==> src/hw/cvic_pkg.sv <==
// Shared constants and carrier types for the cascaded vectored interrupt controller
package cvic_pkg;

   // Shape of one channel
   localparam int NSRC = 32;
   localparam int SRCW = 5;
   localparam int LVLW = 4;
   localparam int TBRW = 24;
   localparam int VECW = 32;

   // Fixed source slots on the first channel
   localparam logic [SRCW-1:0] CASCADE_SRC = 5'h06;
   localparam logic [SRCW-1:0] DELAY_SRC = 5'h1e;

   // Low byte of a vector is this correction plus four times the source
   localparam logic [7:0] VEC_CORR = 8'h20;

   // Fixed core exception vectors (low vector map)
   localparam logic [31:0] CORE_IRQ_VEC = 32'h0000_0018;
   localparam logic [31:0] CORE_FIQ_VEC = 32'h0000_001c;

   // Sources that have a requester; all others are tied inactive
   localparam logic [NSRC-1:0] CH0_USED = 32'h73ff_ffc0;
   localparam logic [NSRC-1:0] CH1_USED = 32'h1d07_fbfd;

   // Reset values of the block's own state
   localparam logic FLAG_RESET = 1'b0;
   localparam logic [SRCW-1:0] SRC_RESET = 5'h00;
   localparam logic [LVLW-1:0] LVL_RESET = 4'hf;
   localparam logic [VECW-1:0] VEC_RESET = 32'h0000_0000;

   // Software view of one channel's settings
   typedef struct packed {
      logic [NSRC-1:0] enable;
      logic [NSRC*LVLW-1:0] levels;
      logic [LVLW-1:0] level_mask;
      logic [TBRW-1:0] table_base;
   } cvic_chan_cfg_t;

   // What one channel presents to the core and to software
   typedef struct packed {
      logic irq;
      logic [SRCW-1:0] src;
      logic [LVLW-1:0] level;
      logic [VECW-1:0] vector;
   } cvic_chan_stat_t;

endpackage

==> src/hw/cvic_channel.sv <==
// One 32-source prioritising channel with vector generation
module cvic_channel #(
   parameter int NSRC = 32,
   parameter int LVLW = 4,
   parameter logic [31:0] USED = 32'hffff_ffff
) (
   input wire logic sys_clk,
   input wire logic rst,
   input wire logic [NSRC-1:0] req,
   input wire cvic_pkg::cvic_chan_cfg_t cfg,
   output cvic_pkg::cvic_chan_stat_t stat,
   output logic pending
);

   // Field widths are fixed by the package carrier types; refuse any other shape
   if (NSRC != cvic_pkg::NSRC || LVLW != cvic_pkg::LVLW) begin : g_bad_geometry
      $error("cvic_channel: geometry must match the package");
   end

   logic [NSRC-1:0] elig;
   logic [LVLW-1:0] lvl_of [NSRC];
   logic best_found;
   logic [LVLW-1:0] best_lvl;
   logic [cvic_pkg::SRCW-1:0] best_src;
   cvic_pkg::cvic_chan_stat_t stat_reg;
   cvic_pkg::cvic_chan_stat_t stat_next;

   // Per-source eligibility: requested, enabled, and a real source
   genvar g;
   generate
      for (g = 0; g < NSRC; g++) begin : g_src
         assign elig[g] = req[g] & cfg.enable[g] & USED[g];
         assign lvl_of[g] = cfg.levels[g*LVLW +: LVLW];
      end
   endgenerate

   // Lower level value wins; strict compare keeps the lowest index on ties
   always_comb begin
      best_found = 1'b0;
      best_lvl = cvic_pkg::LVL_RESET;
      best_src = cvic_pkg::SRC_RESET;
      for (int i = 0; i < NSRC; i++) begin
         if (elig[i] && (!best_found || lvl_of[i] < best_lvl)) begin
            best_found = 1'b1;
            best_lvl = lvl_of[i];
            best_src = cvic_pkg::SRCW'(i);
         end
      end
   end

   // Only levels below the core mask get through to the IRQ line
   assign stat_next.irq = best_found && (best_lvl < cfg.level_mask);
   assign stat_next.src = best_src;
   assign stat_next.level = best_lvl;
   // Vector is base in the upper bits, correction plus 4*source below
   assign stat_next.vector = {cfg.table_base,
                              cvic_pkg::VEC_CORR + {1'b0, best_src, 2'b00}};
   assign pending = |elig;

   // Source, level and vector only move while a winner passes the level mask, so software sees the last one
   always_ff @(posedge sys_clk) begin
      if (rst) begin
         stat_reg <= '{irq: cvic_pkg::FLAG_RESET, src: cvic_pkg::SRC_RESET,
                       level: cvic_pkg::LVL_RESET, vector: cvic_pkg::VEC_RESET};
      end else if (stat_next.irq) begin
         stat_reg <= stat_next;
      end else begin
         stat_reg.irq <= 1'b0;
      end
   end

   assign stat = stat_reg;

endmodule // cvic_channel

==> src/hw/cvic_top.sv <==
// Cascaded vectored interrupt controller: two channels, delay and FIQ paths, wake-up
module cvic_top (
   input wire logic sys_clk,
   input wire logic rst,
   input wire logic [cvic_pkg::NSRC-1:0] ch0_req,
   input wire logic [cvic_pkg::NSRC-1:0] ch1_req,
   input wire cvic_pkg::cvic_chan_cfg_t ch0_cfg,
   input wire cvic_pkg::cvic_chan_cfg_t ch1_cfg,
   input wire logic delay_set,
   input wire logic delay_clear,
   input wire logic soft_fiq_set,
   input wire logic soft_fiq_clear,
   input wire logic fiq_pin,
   output logic irq_to_core,
   output logic fiq_to_core,
   output cvic_pkg::cvic_chan_stat_t ch0_stat,
   output cvic_pkg::cvic_chan_stat_t ch1_stat,
   output logic delay_pending,
   output logic soft_fiq_pending,
   output logic wake_to_crg
);

   logic delay_reg;
   logic delay_next;
   logic soft_fiq_reg;
   logic soft_fiq_next;
   logic fiq_meta_reg;
   logic fiq_sync_reg;
   logic fiq_reg;
   logic wake_reg;
   logic ch0_pending;
   logic ch1_pending;
   logic [cvic_pkg::NSRC-1:0] ch0_eff_req;
   logic [cvic_pkg::NSRC-1:0] ch1_eff_req;
   logic [cvic_pkg::NSRC-1:0] slot_cascade;
   logic [cvic_pkg::NSRC-1:0] slot_delay;

   // Software strobes: a set in the same cycle as a clear wins
   assign delay_next = delay_set | (delay_reg & ~delay_clear);
   assign soft_fiq_next = soft_fiq_set | (soft_fiq_reg & ~soft_fiq_clear);

   // Delay interrupt and software FIQ latches; all state runs on the bus clock
   always_ff @(posedge sys_clk) begin
      if (rst) begin
         delay_reg <= cvic_pkg::FLAG_RESET;
         soft_fiq_reg <= cvic_pkg::FLAG_RESET;
      end else begin
         delay_reg <= delay_next;
         soft_fiq_reg <= soft_fiq_next;
      end
   end

   // FIQ pin comes from outside; two stages before anything looks at it
   always_ff @(posedge sys_clk) begin
      if (rst) begin
         fiq_meta_reg <= cvic_pkg::FLAG_RESET;
         fiq_sync_reg <= cvic_pkg::FLAG_RESET;
      end else begin
         fiq_meta_reg <= fiq_pin;
         fiq_sync_reg <= fiq_meta_reg;
      end
   end

   // One-hot slot masks for the internally driven sources
   assign slot_cascade = cvic_pkg::NSRC'(1) << cvic_pkg::CASCADE_SRC;
   assign slot_delay = cvic_pkg::NSRC'(1) << cvic_pkg::DELAY_SRC;

   // Second channel only sees its mapped peripherals
   assign ch1_eff_req = ch1_req & cvic_pkg::CH1_USED;

   // First channel: peripherals, cascade on slot 6, delay circuit on slot 30.
   // The external pins on those two slots are ignored so nothing can fake them.
   assign ch0_eff_req = (ch0_req & cvic_pkg::CH0_USED & ~slot_cascade & ~slot_delay)
                        | (ch1_stat.irq ? slot_cascade : '0)
                        | (delay_reg ? slot_delay : '0);

   // Second channel; its IRQ never reaches the core directly
   cvic_channel #(
      .NSRC(cvic_pkg::NSRC),
      .LVLW(cvic_pkg::LVLW),
      .USED(cvic_pkg::CH1_USED)
   ) u_ch1 (
      .sys_clk(sys_clk),
      .rst(rst),
      .req(ch1_eff_req),
      .cfg(ch1_cfg),
      .stat(ch1_stat),
      .pending(ch1_pending)
   );

   // First channel, whose IRQ is the one the core sees
   cvic_channel #(
      .NSRC(cvic_pkg::NSRC),
      .LVLW(cvic_pkg::LVLW),
      .USED(cvic_pkg::CH0_USED)
   ) u_ch0 (
      .sys_clk(sys_clk),
      .rst(rst),
      .req(ch0_eff_req),
      .cfg(ch0_cfg),
      .stat(ch0_stat),
      .pending(ch0_pending)
   );

   // FIQ and wake-up are registered so the core and clock generator see clean levels.
   // Wake ignores the level mask: a sleeping system must come back for any enabled source.
   always_ff @(posedge sys_clk) begin
      if (rst) begin
         fiq_reg <= cvic_pkg::FLAG_RESET;
         wake_reg <= cvic_pkg::FLAG_RESET;
      end else begin
         fiq_reg <= fiq_sync_reg | soft_fiq_reg;
         wake_reg <= ch0_pending | ch1_pending | fiq_sync_reg | soft_fiq_reg;
      end
   end

   // Core lines: IRQ vectors via the extended table, FIQ via its fixed slot
   assign irq_to_core = ch0_stat.irq;
   assign fiq_to_core = fiq_reg;
   assign delay_pending = delay_reg;
   assign soft_fiq_pending = soft_fiq_reg;
   assign wake_to_crg = wake_reg;

endmodule // cvic_top

==> config.mk <==
export PLATFORM = sky130hd
export DESIGN_NAME = cvic_top
export DESIGN_NICKNAME = d
export VERILOG_FILES = /design/src/hw/cvic_pkg.sv /design/src/hw/cvic_channel.sv /design/src/hw/cvic_top.sv
export SDC_FILE = /design/constraint.sdc
export NUM_CORES = 1
export LEC_CHECK = 0
export ABC_CLOCK_PERIOD_IN_PS = 71900
export BUFFER_PORTS_ARGS = -buffer_cell sky130_fd_sc_hd__buf_2
export CELL_PAD_IN_SITES_DETAIL_PLACEMENT = 1
export CELL_PAD_IN_SITES_GLOBAL_PLACEMENT = 2
export CORE_ASPECT_RATIO = 1.1
export CORE_MARGIN = 5
export CORE_UTILIZATION = 25
export CTS_CLUSTER_SIZE = 8
export DETAILED_ROUTE_END_ITERATION = 7
export PLACE_DENSITY = 0.93
export SLEW_MARGIN = 20
export SYNTH_ARGS = -nofsm -noshare
export SYNTH_HDL_FRONTEND = slang
export SYNTH_SLANG_ARGS = --single-unit
==> constraint.sdc <==
create_clock -name sys_clk -period 71.9 [get_ports sys_clk]
set_input_delay 3.595 -clock sys_clk [delete_from_list [all_inputs] [get_ports sys_clk]]
set_output_delay 3.595 -clock sys_clk [all_outputs]
set_load 0.01 [all_outputs]
# ---- Word level (Yosys, flattened, before mapping)
# Cells that the tools add are included.
dict set report classes {
  n_addsub 2
  multipliers 0
  n_div 0
  magnitude_cmp 44
  n_eq_ne 0
  shift 0
  muxes 135
  n_bitwise 56
  reduce_logical 130
}
# operator count
set ops {}
lappend ops {{$mux 5} 41}
lappend ops {{$lt 4x4->1} 44}
lappend ops {{$mux 4} 44}
lappend ops {{$and 1x1->1} 46}
lappend ops {{$mux 1} 46}
lappend ops {{$logic_and 1x1->1} 44}
lappend ops {{$logic_not 1->1} 42}
lappend ops {{$logic_or 1x1->1} 42}
lappend ops {{$mux 31} 1}
lappend ops {{$or 30x31->31} 1}
lappend ops {{$or 30x7->30} 1}
lappend ops {{$reduce_or 23->1} 1}
lappend ops {{$reduce_or 21->1} 1}
lappend ops {{$add 6x7->8 const A} 2}
lappend ops {{$mux 7} 1}
lappend ops {{$or 1x1->1} 6}
lappend ops {{$mux 3} 1}
lappend ops {{$mux 2} 1}
lappend ops {{$not 1->1} 2}
dict set report word_totals {
  reg_bits 90
  latch_bits 0
  ramBits 0
  romBits 0
  input_bits 447
  output_inout_bits 89
  elab_cells 381
  memories 0
}

# ---- Depth between registers and ports, before layout
dict set report depth {
  word_depth 96
  depth_mapped 190
  mapped_depth_nobuf 182
}

# ---- Hierarchy
# From an unflattened synthesis, not the netlist that was laid out.
dict set report unflattened {
  hier_cells 1844
  hier_area_um2 13013.7
}
# mod n_inst cells_each area_each_um2 seq_area_each_um2
set modules_own_cells {}
lappend modules_own_cells {{cvic_channel at u_ch0} 1 946 6775.2 740.7}
lappend modules_own_cells {{cvic_channel at u_ch1} 1 878 6048.3 740.7}
lappend modules_own_cells {cvic_top 1 20 190.2 120.1}

# ---- Least setup slack after synthesis
# OpenSTA, ideal clock, no wires.
dict set report synth_path {
  kind {input to register}
  start {input port ch0_cfg[162] in the netlist's numbering}
  end {register u_ch0.stat_reg (netlist bit u_ch0.stat[34])}
  setup_ns 0.114
  arrival_time_ns 34.906
  required_time_ns 71.786
  setup_slack_ns 36.880
  cell_stages 181
  n_path_buf 8
  cell_sequence {nand2_1 -> nor2_1 -> ha_1 -> and2_1 -> buf_2 -> a21oi_1 -> o21ai_0 -> nand2_1 -> nand2_1 -> o21ai_0 -> inv_1 -> ha_1 -> nand2_1 -> o21ai_0 -> or3_1 -> buf_2 -> mux2_2 -> inv_1 -> [... 145 more ...] -> nor2_1 -> mux2i_1 -> ha_1 -> a21oi_1 -> o21bai_1 -> a21oi_1 -> a31oi_1 -> nor2_1 -> a21oi_1 -> ha_1 -> a21o_1 -> a221oi_1 -> nand2_1 -> o31a_1 -> buf_2 -> buf_6 -> a21oi_1 -> a21bo_1}
}
dict set report synth_via {
  elab_chain_len 92
  word_cells_on_any_way 137
  classes_between {23 x order compare; 46 x mux; 1 x bitwise; 67 x reduce/logical}
}
# element line_no
set synth_lines {}
lappend synth_lines {{from (decl)} cvic_top.sv:7} ;# input wire cvic_pkg::cvic_chan_cfg_t ch0_cfg,
lappend synth_lines {{$and 1x1->1 *} cvic_channel.sv:32} ;# assign elig[g] = req[g] & cfg.enable[g] & USED[g];
lappend synth_lines {{$mux 4 or $mux 1 (tied branches)} cvic_channel.sv:43} ;# if (elig[i] && (!best_found || lvl_of[i] < best_lvl)) begin
lappend synth_lines {{$lt 4x4->1 or $logic_not 1->1 (tied branches)} cvic_channel.sv:43}
lappend synth_lines {{$logic_or 1x1->1} cvic_channel.sv:43}
lappend synth_lines {{$logic_and 1x1->1} cvic_channel.sv:43}
lappend synth_lines {{$mux 4 or $mux 1 (tied branches)} cvic_channel.sv:43}
lappend synth_lines {{$lt 4x4->1 or $logic_not 1->1 (tied branches)} cvic_channel.sv:43}
lappend synth_lines {{$logic_or 1x1->1} cvic_channel.sv:43}
lappend synth_lines {{[... 77 more ...]} -}
lappend synth_lines {{$mux 4 or $mux 1 (tied branches)} cvic_channel.sv:43}
lappend synth_lines {{$lt 4x4->1 or $logic_not 1->1 (tied branches)} cvic_channel.sv:43}
lappend synth_lines {{$logic_or 1x1->1} cvic_channel.sv:43}
lappend synth_lines {{$logic_and 1x1->1} cvic_channel.sv:43}
lappend synth_lines {{$mux 4 *} cvic_channel.sv:43}
lappend synth_lines {{named net u_ch0.best_lvl[2]} cvic_channel.sv:23} ;# logic [LVLW-1:0] best_lvl;
lappend synth_lines {{$lt 4x4->1} cvic_channel.sv:52} ;# assign stat_next.irq = best_found && (best_lvl < cfg.level_mask);
lappend synth_lines {{$logic_and 1x1->1} cvic_channel.sv:52}
lappend synth_lines {{to (signal assigned)} cvic_channel.sv:63} ;# stat_reg <= '{irq: cvic_pkg::FLAG_RESET, src: cvic_pkg::SRC_RESET,
lappend synth_lines {{to (signal assigned)} cvic_channel.sv:66} ;# stat_reg <= stat_next;
lappend synth_lines {{to (decl)} cvic_channel.sv:25} ;# cvic_pkg::cvic_chan_stat_t stat_reg;
# The timed path passes the listed nets; every way through them passes the cells marked *.
# A chain may end at the register's enable or synchronous reset.

# ---- Worst setup path in the final report
dict set report layout_path {
  start {input port ch0_cfg[162] in the netlist's numbering}
  end {register u_ch0.stat_reg (netlist bit u_ch0.stat[37])}
}
dict set report layout_via {
  elab_chain_len 92
  word_cells_on_any_way 160
  classes_between {23 x order compare; 69 x mux; 1 x bitwise; 67 x reduce/logical}
}
# element line_no
set layout_lines {}
lappend layout_lines {{$and 1x1->1 *} cvic_channel.sv:32}
lappend layout_lines {{$mux 4 or $mux 1 (tied branches)} cvic_channel.sv:43}
lappend layout_lines {{$lt 4x4->1 or $logic_not 1->1 (tied branches)} cvic_channel.sv:43}
lappend layout_lines {{$logic_or 1x1->1} cvic_channel.sv:43}
lappend layout_lines {{$logic_and 1x1->1} cvic_channel.sv:43}
lappend layout_lines {{$mux 4 or $mux 1 (tied branches)} cvic_channel.sv:43}
lappend layout_lines {{$lt 4x4->1 or $logic_not 1->1 (tied branches)} cvic_channel.sv:43}
lappend layout_lines {{$logic_or 1x1->1} cvic_channel.sv:43}
lappend layout_lines {{[... 77 more ...]} -}
lappend layout_lines {{$mux 4 or $mux 1 (tied branches)} cvic_channel.sv:43}
lappend layout_lines {{$lt 4x4->1 or $logic_not 1->1 (tied branches)} cvic_channel.sv:43}
lappend layout_lines {{$logic_or 1x1->1} cvic_channel.sv:43}
lappend layout_lines {{$logic_and 1x1->1} cvic_channel.sv:43}
lappend layout_lines {{$mux 4 *} cvic_channel.sv:43}
lappend layout_lines {{named net u_ch0.best_lvl[2]} cvic_channel.sv:23}
lappend layout_lines {{$lt 4x4->1 *} cvic_channel.sv:52}
lappend layout_lines {{$logic_and 1x1->1 *} cvic_channel.sv:52}
# Marked as above.

==> metrics.csv <==
stage;metric;value;unit
status;status;finished clean;
power_and_ir_drop;ir_worst_vdd;0.0000360;V
setup_path;timing.rr.end;u_ch0.stat[37];
layout;layout_commonest_cell;buf_2;
clock_tree;cts_root_buf;clkbuf_16;
placed_design;place_ws;30.22;ns
flow_run;maxCapViolCount;0;
drt;routed_wl;47.3;mm
clock_tree;cts_tree;done;
grt;grt_util_all_layers;17.3;%
logic_synthesis;synth.distinct_cells;113;
placed_design;place_hpwl;41.2;mm
floorplan;initial_utilization;25.2;%
setup_path;path_max_fanout;42;
logic_synthesis;synth_edf_count;0;
grt;grt_start_max_net_pins;83;
timing;setup_tns;0;ns
setup_path;cp.arrival;41.77;ns
clock_tree;clk_latency;0.34;ns
drt;drc;0;
drt;postRouteAntennaNets;0;
power_and_ir_drop;switching_share;52.8;%
grt;first_global_vias;14800;
logic_synthesis;synthCells;1638;
timing;timing.fmax;24.1;MHz
timing;final.min_clock_period;41.52;ns
timing;max_slew_margin;30.4;%
floorplan;die_x;216;um
placed_design;gp_congestion;0.886;
clock_tree;cts.sinks;80;
logic_synthesis;synthTopCellsByArea;dfxtp_1 (14%), ha_1 (9.8%), nand2_1 (6.5%), a21oi_1 (5.9%), mux2i_1 (5.6%);
timing;worst_slew_pin_slew;1.03;ns
clock_tree;ctsHoldBuffers;0;
placed_design;port_buffers;409;
floorplan;dieArea;51300;sq um
layout;syn_to_final_growth;24.8;%
logic_synthesis;netlist.area_leader.share;13.7;%
power_and_ir_drop;p_clk_share;8.5;%
clock_tree;cts_inserted_buffers;9;
power_and_ir_drop;comb_power_share;79.5;%
setup_path;rr_startpoint;u_ch1.stat[41];
drt;via_per_inst;5.33;
timing;timing.final.crit_share;57.7;%
logic_synthesis;yosys.area.top_type;dfxtp_1;
floorplan;die_h;237;um
grt;antenna_found_initial;9;
logic_synthesis;ys_ff_latch;80;
timing;fin_worst_skew;0.0104;ns
logic_synthesis;syn_area;11700;sq um
clock_tree;cts_resized;0;
layout;final_nets;2558;
setup_path;required;72.15;ns
setup_path;startpoint_type;input port;
hold_path;min_from;u_ch1.stat[5];
layout;drive_gt1_share;26.3;%
timing;worst_slack;30.38;ns
timing;hold_viol_final;0;
clock_tree;cts_setup_buffers;0;
power_and_ir_drop;powerDensity;39.1;nW/um^2
hold_path;min_path_cells;2;
setup_path;crit_path_end_kind;register;
floorplan;rows;83;
power_and_ir_drop;total_power;571;uW
setup_path;crit_type;input port to register;
hold_path;hold_path_end;u_ch1.stat[5];
grt;overflow;0;
floorplan;coreArea;46500;sq um
clock_tree;htreeDepth;3;
layout;fillerInstances;5988;
logic_synthesis;ys_warn_count;0;
power_and_ir_drop;power_switching;302;uW
timing;finalMaxSlewViolations;0;
hold_path;hold_class;register to register;
power_and_ir_drop;power.internal;270;uW
drt;wl_per_cell;18.0;um
logic_synthesis;synth_ff_type;dfxtp_1;
grt;grt_pass1_wl;74.9;mm
power_and_ir_drop;p_seq_share;12.0;%
timing;rsz0062_at_grt;false;
clock_tree;clk_pin_slew;0.07;ns
setup_path;cpMostUsedCell;ha_1;
setup_path;slowest_delay;0.72;ns
drt;vias;14000;
floorplan;num_io_pins;536;
timing;setup_viol;0;
power_and_ir_drop;total_leakage_power;0.00707;uW
drt;firstDrtPassIters;5;
setup_path;reg2reg_slack;33.27;ns
setup_path;slowest_stage;nor3_1;
logic_synthesis;avgSynthCellArea;7.15;sq um
layout;final_cell_mix;buf_2 (409), nand2_1 (204), nor2_1 (155), a21oi_1 (137), inv_1 (127);
logic_synthesis;ys_async_sr_fraction;0;%
clock_tree;clock_path_buffers;2;
logic_synthesis;yosysSeqAreaShare;13.7;%
drt;drt_iter0_drc;595;
setup_path;reg2reg_depth;169;
cells in the mapped netlist (14+ instances only):
cell      number
o21ai_0       80
a211oi_1      37
and2_1        23
ha_1          92
nor2b_1       17
o31ai_1       14
nand2_1      204
o211ai_1      22
and3_1        17
a31oi_1       21
clkbuf_1      24
nand2b_1      15
nor2_1       155
o21bai_1      17
inv_1        127
a21o_1        37
o21a_1        30
nor3_1        33
dfxtp_1       80
mux2i_1       66
mux2_2        23
nand3_1       59
a21oi_1      137
critical path: cells and delay by family:
family / cells / cell delay [ns]
AND/OR/NAND/NOR: 45 / 8.08
adder cells (fa/ha/maj): 23 / 6.35
buffers and inverters: 20 / 1.71
AO/OA/AOI/OAI: 71 / 18.63
multiplexers: 11 / 3.29
layer usage:
metal	vias to the layer above	GRT usage, %	share of wire (%)
li1	6842	-	-
met1	6697	19.9	42
met2	365	32.5	50
met3	73	3.87	5.6
met4	10	4.07	2.3
met5	-	0	0.15
power by group through the flow:
stage	Clock, uW	Sequential [uW]	Combinational (uW)
6_report	48.4	68.8	454
5_1_grt	51.8	70.7	510
4_1_cts	49.9	68.9	460
3_5_place_dp	0	69.6	458
3_3_place_gp	0	68.9	440
2_1_floorplan	0	75.1	332
worst max path at each step:
stage / startpoint / slack (ns) / to
floorplan: ch0_cfg[162] / 36.88 / u_ch0.stat[34]
detailed placement: ch0_cfg[162] / 30.22 / u_ch0.stat[34]
finish: ch0_cfg[162] / 30.38 / u_ch0.stat[37]
CTS: ch0_cfg[162] / 30.46 / u_ch0.stat[37]
global route: ch0_cfg[162] / 26.91 / u_ch0.stat[36]
global placement: ch0_cfg[162] / 31.11 / u_ch0.stat[37]
layout make-up:
type,count,area [sq um],share of cell area (%)
sequential,80,1600,11.0
timing repair buffer,413,2080,14.2
clock buffer,10,239,1.63
inverter,129,484,3.31
tap,595,744,5.09
multi-input combinational,1386,9400,64.3
antenna,3,7.51,0.0514
clock inverter,6,65.1,0.445
through the flow:
| step | hold slack [ns] | utilization, % | std cells | instance area (sq um) |
|---|---|---|---|---|
| after floorplan | 0.414 | - | 1641 | 11700 |
| after global placement | 0.440 | 30.7 | 2603 | 14300 |
| after detailed placement | 0.446 | 30.7 | 2603 | 14300 |
| after CTS | 0.455 | 31.4 | 2619 | 14600 |
| after global routing | 0.475 | 31.4 | 2619 | 14600 |
| final | 0.450 | 31.4 | 2622 | 14600 |
kinds of logic (layout without fill, tap and decap cells):
logic type	after synthesis	in the layout	share of synthesized area, %
other cells	1	7	0.0320
buf+inv	175	558	6.34
compound gates	575	575	35.7
xor+xnor	11	11	0.822
mux	94	94	8.42
flops	80	80	13.7
simple gates	595	595	23.9
fa+ha+maj	107	107	11.1
(Power assumes the default switching activity.)
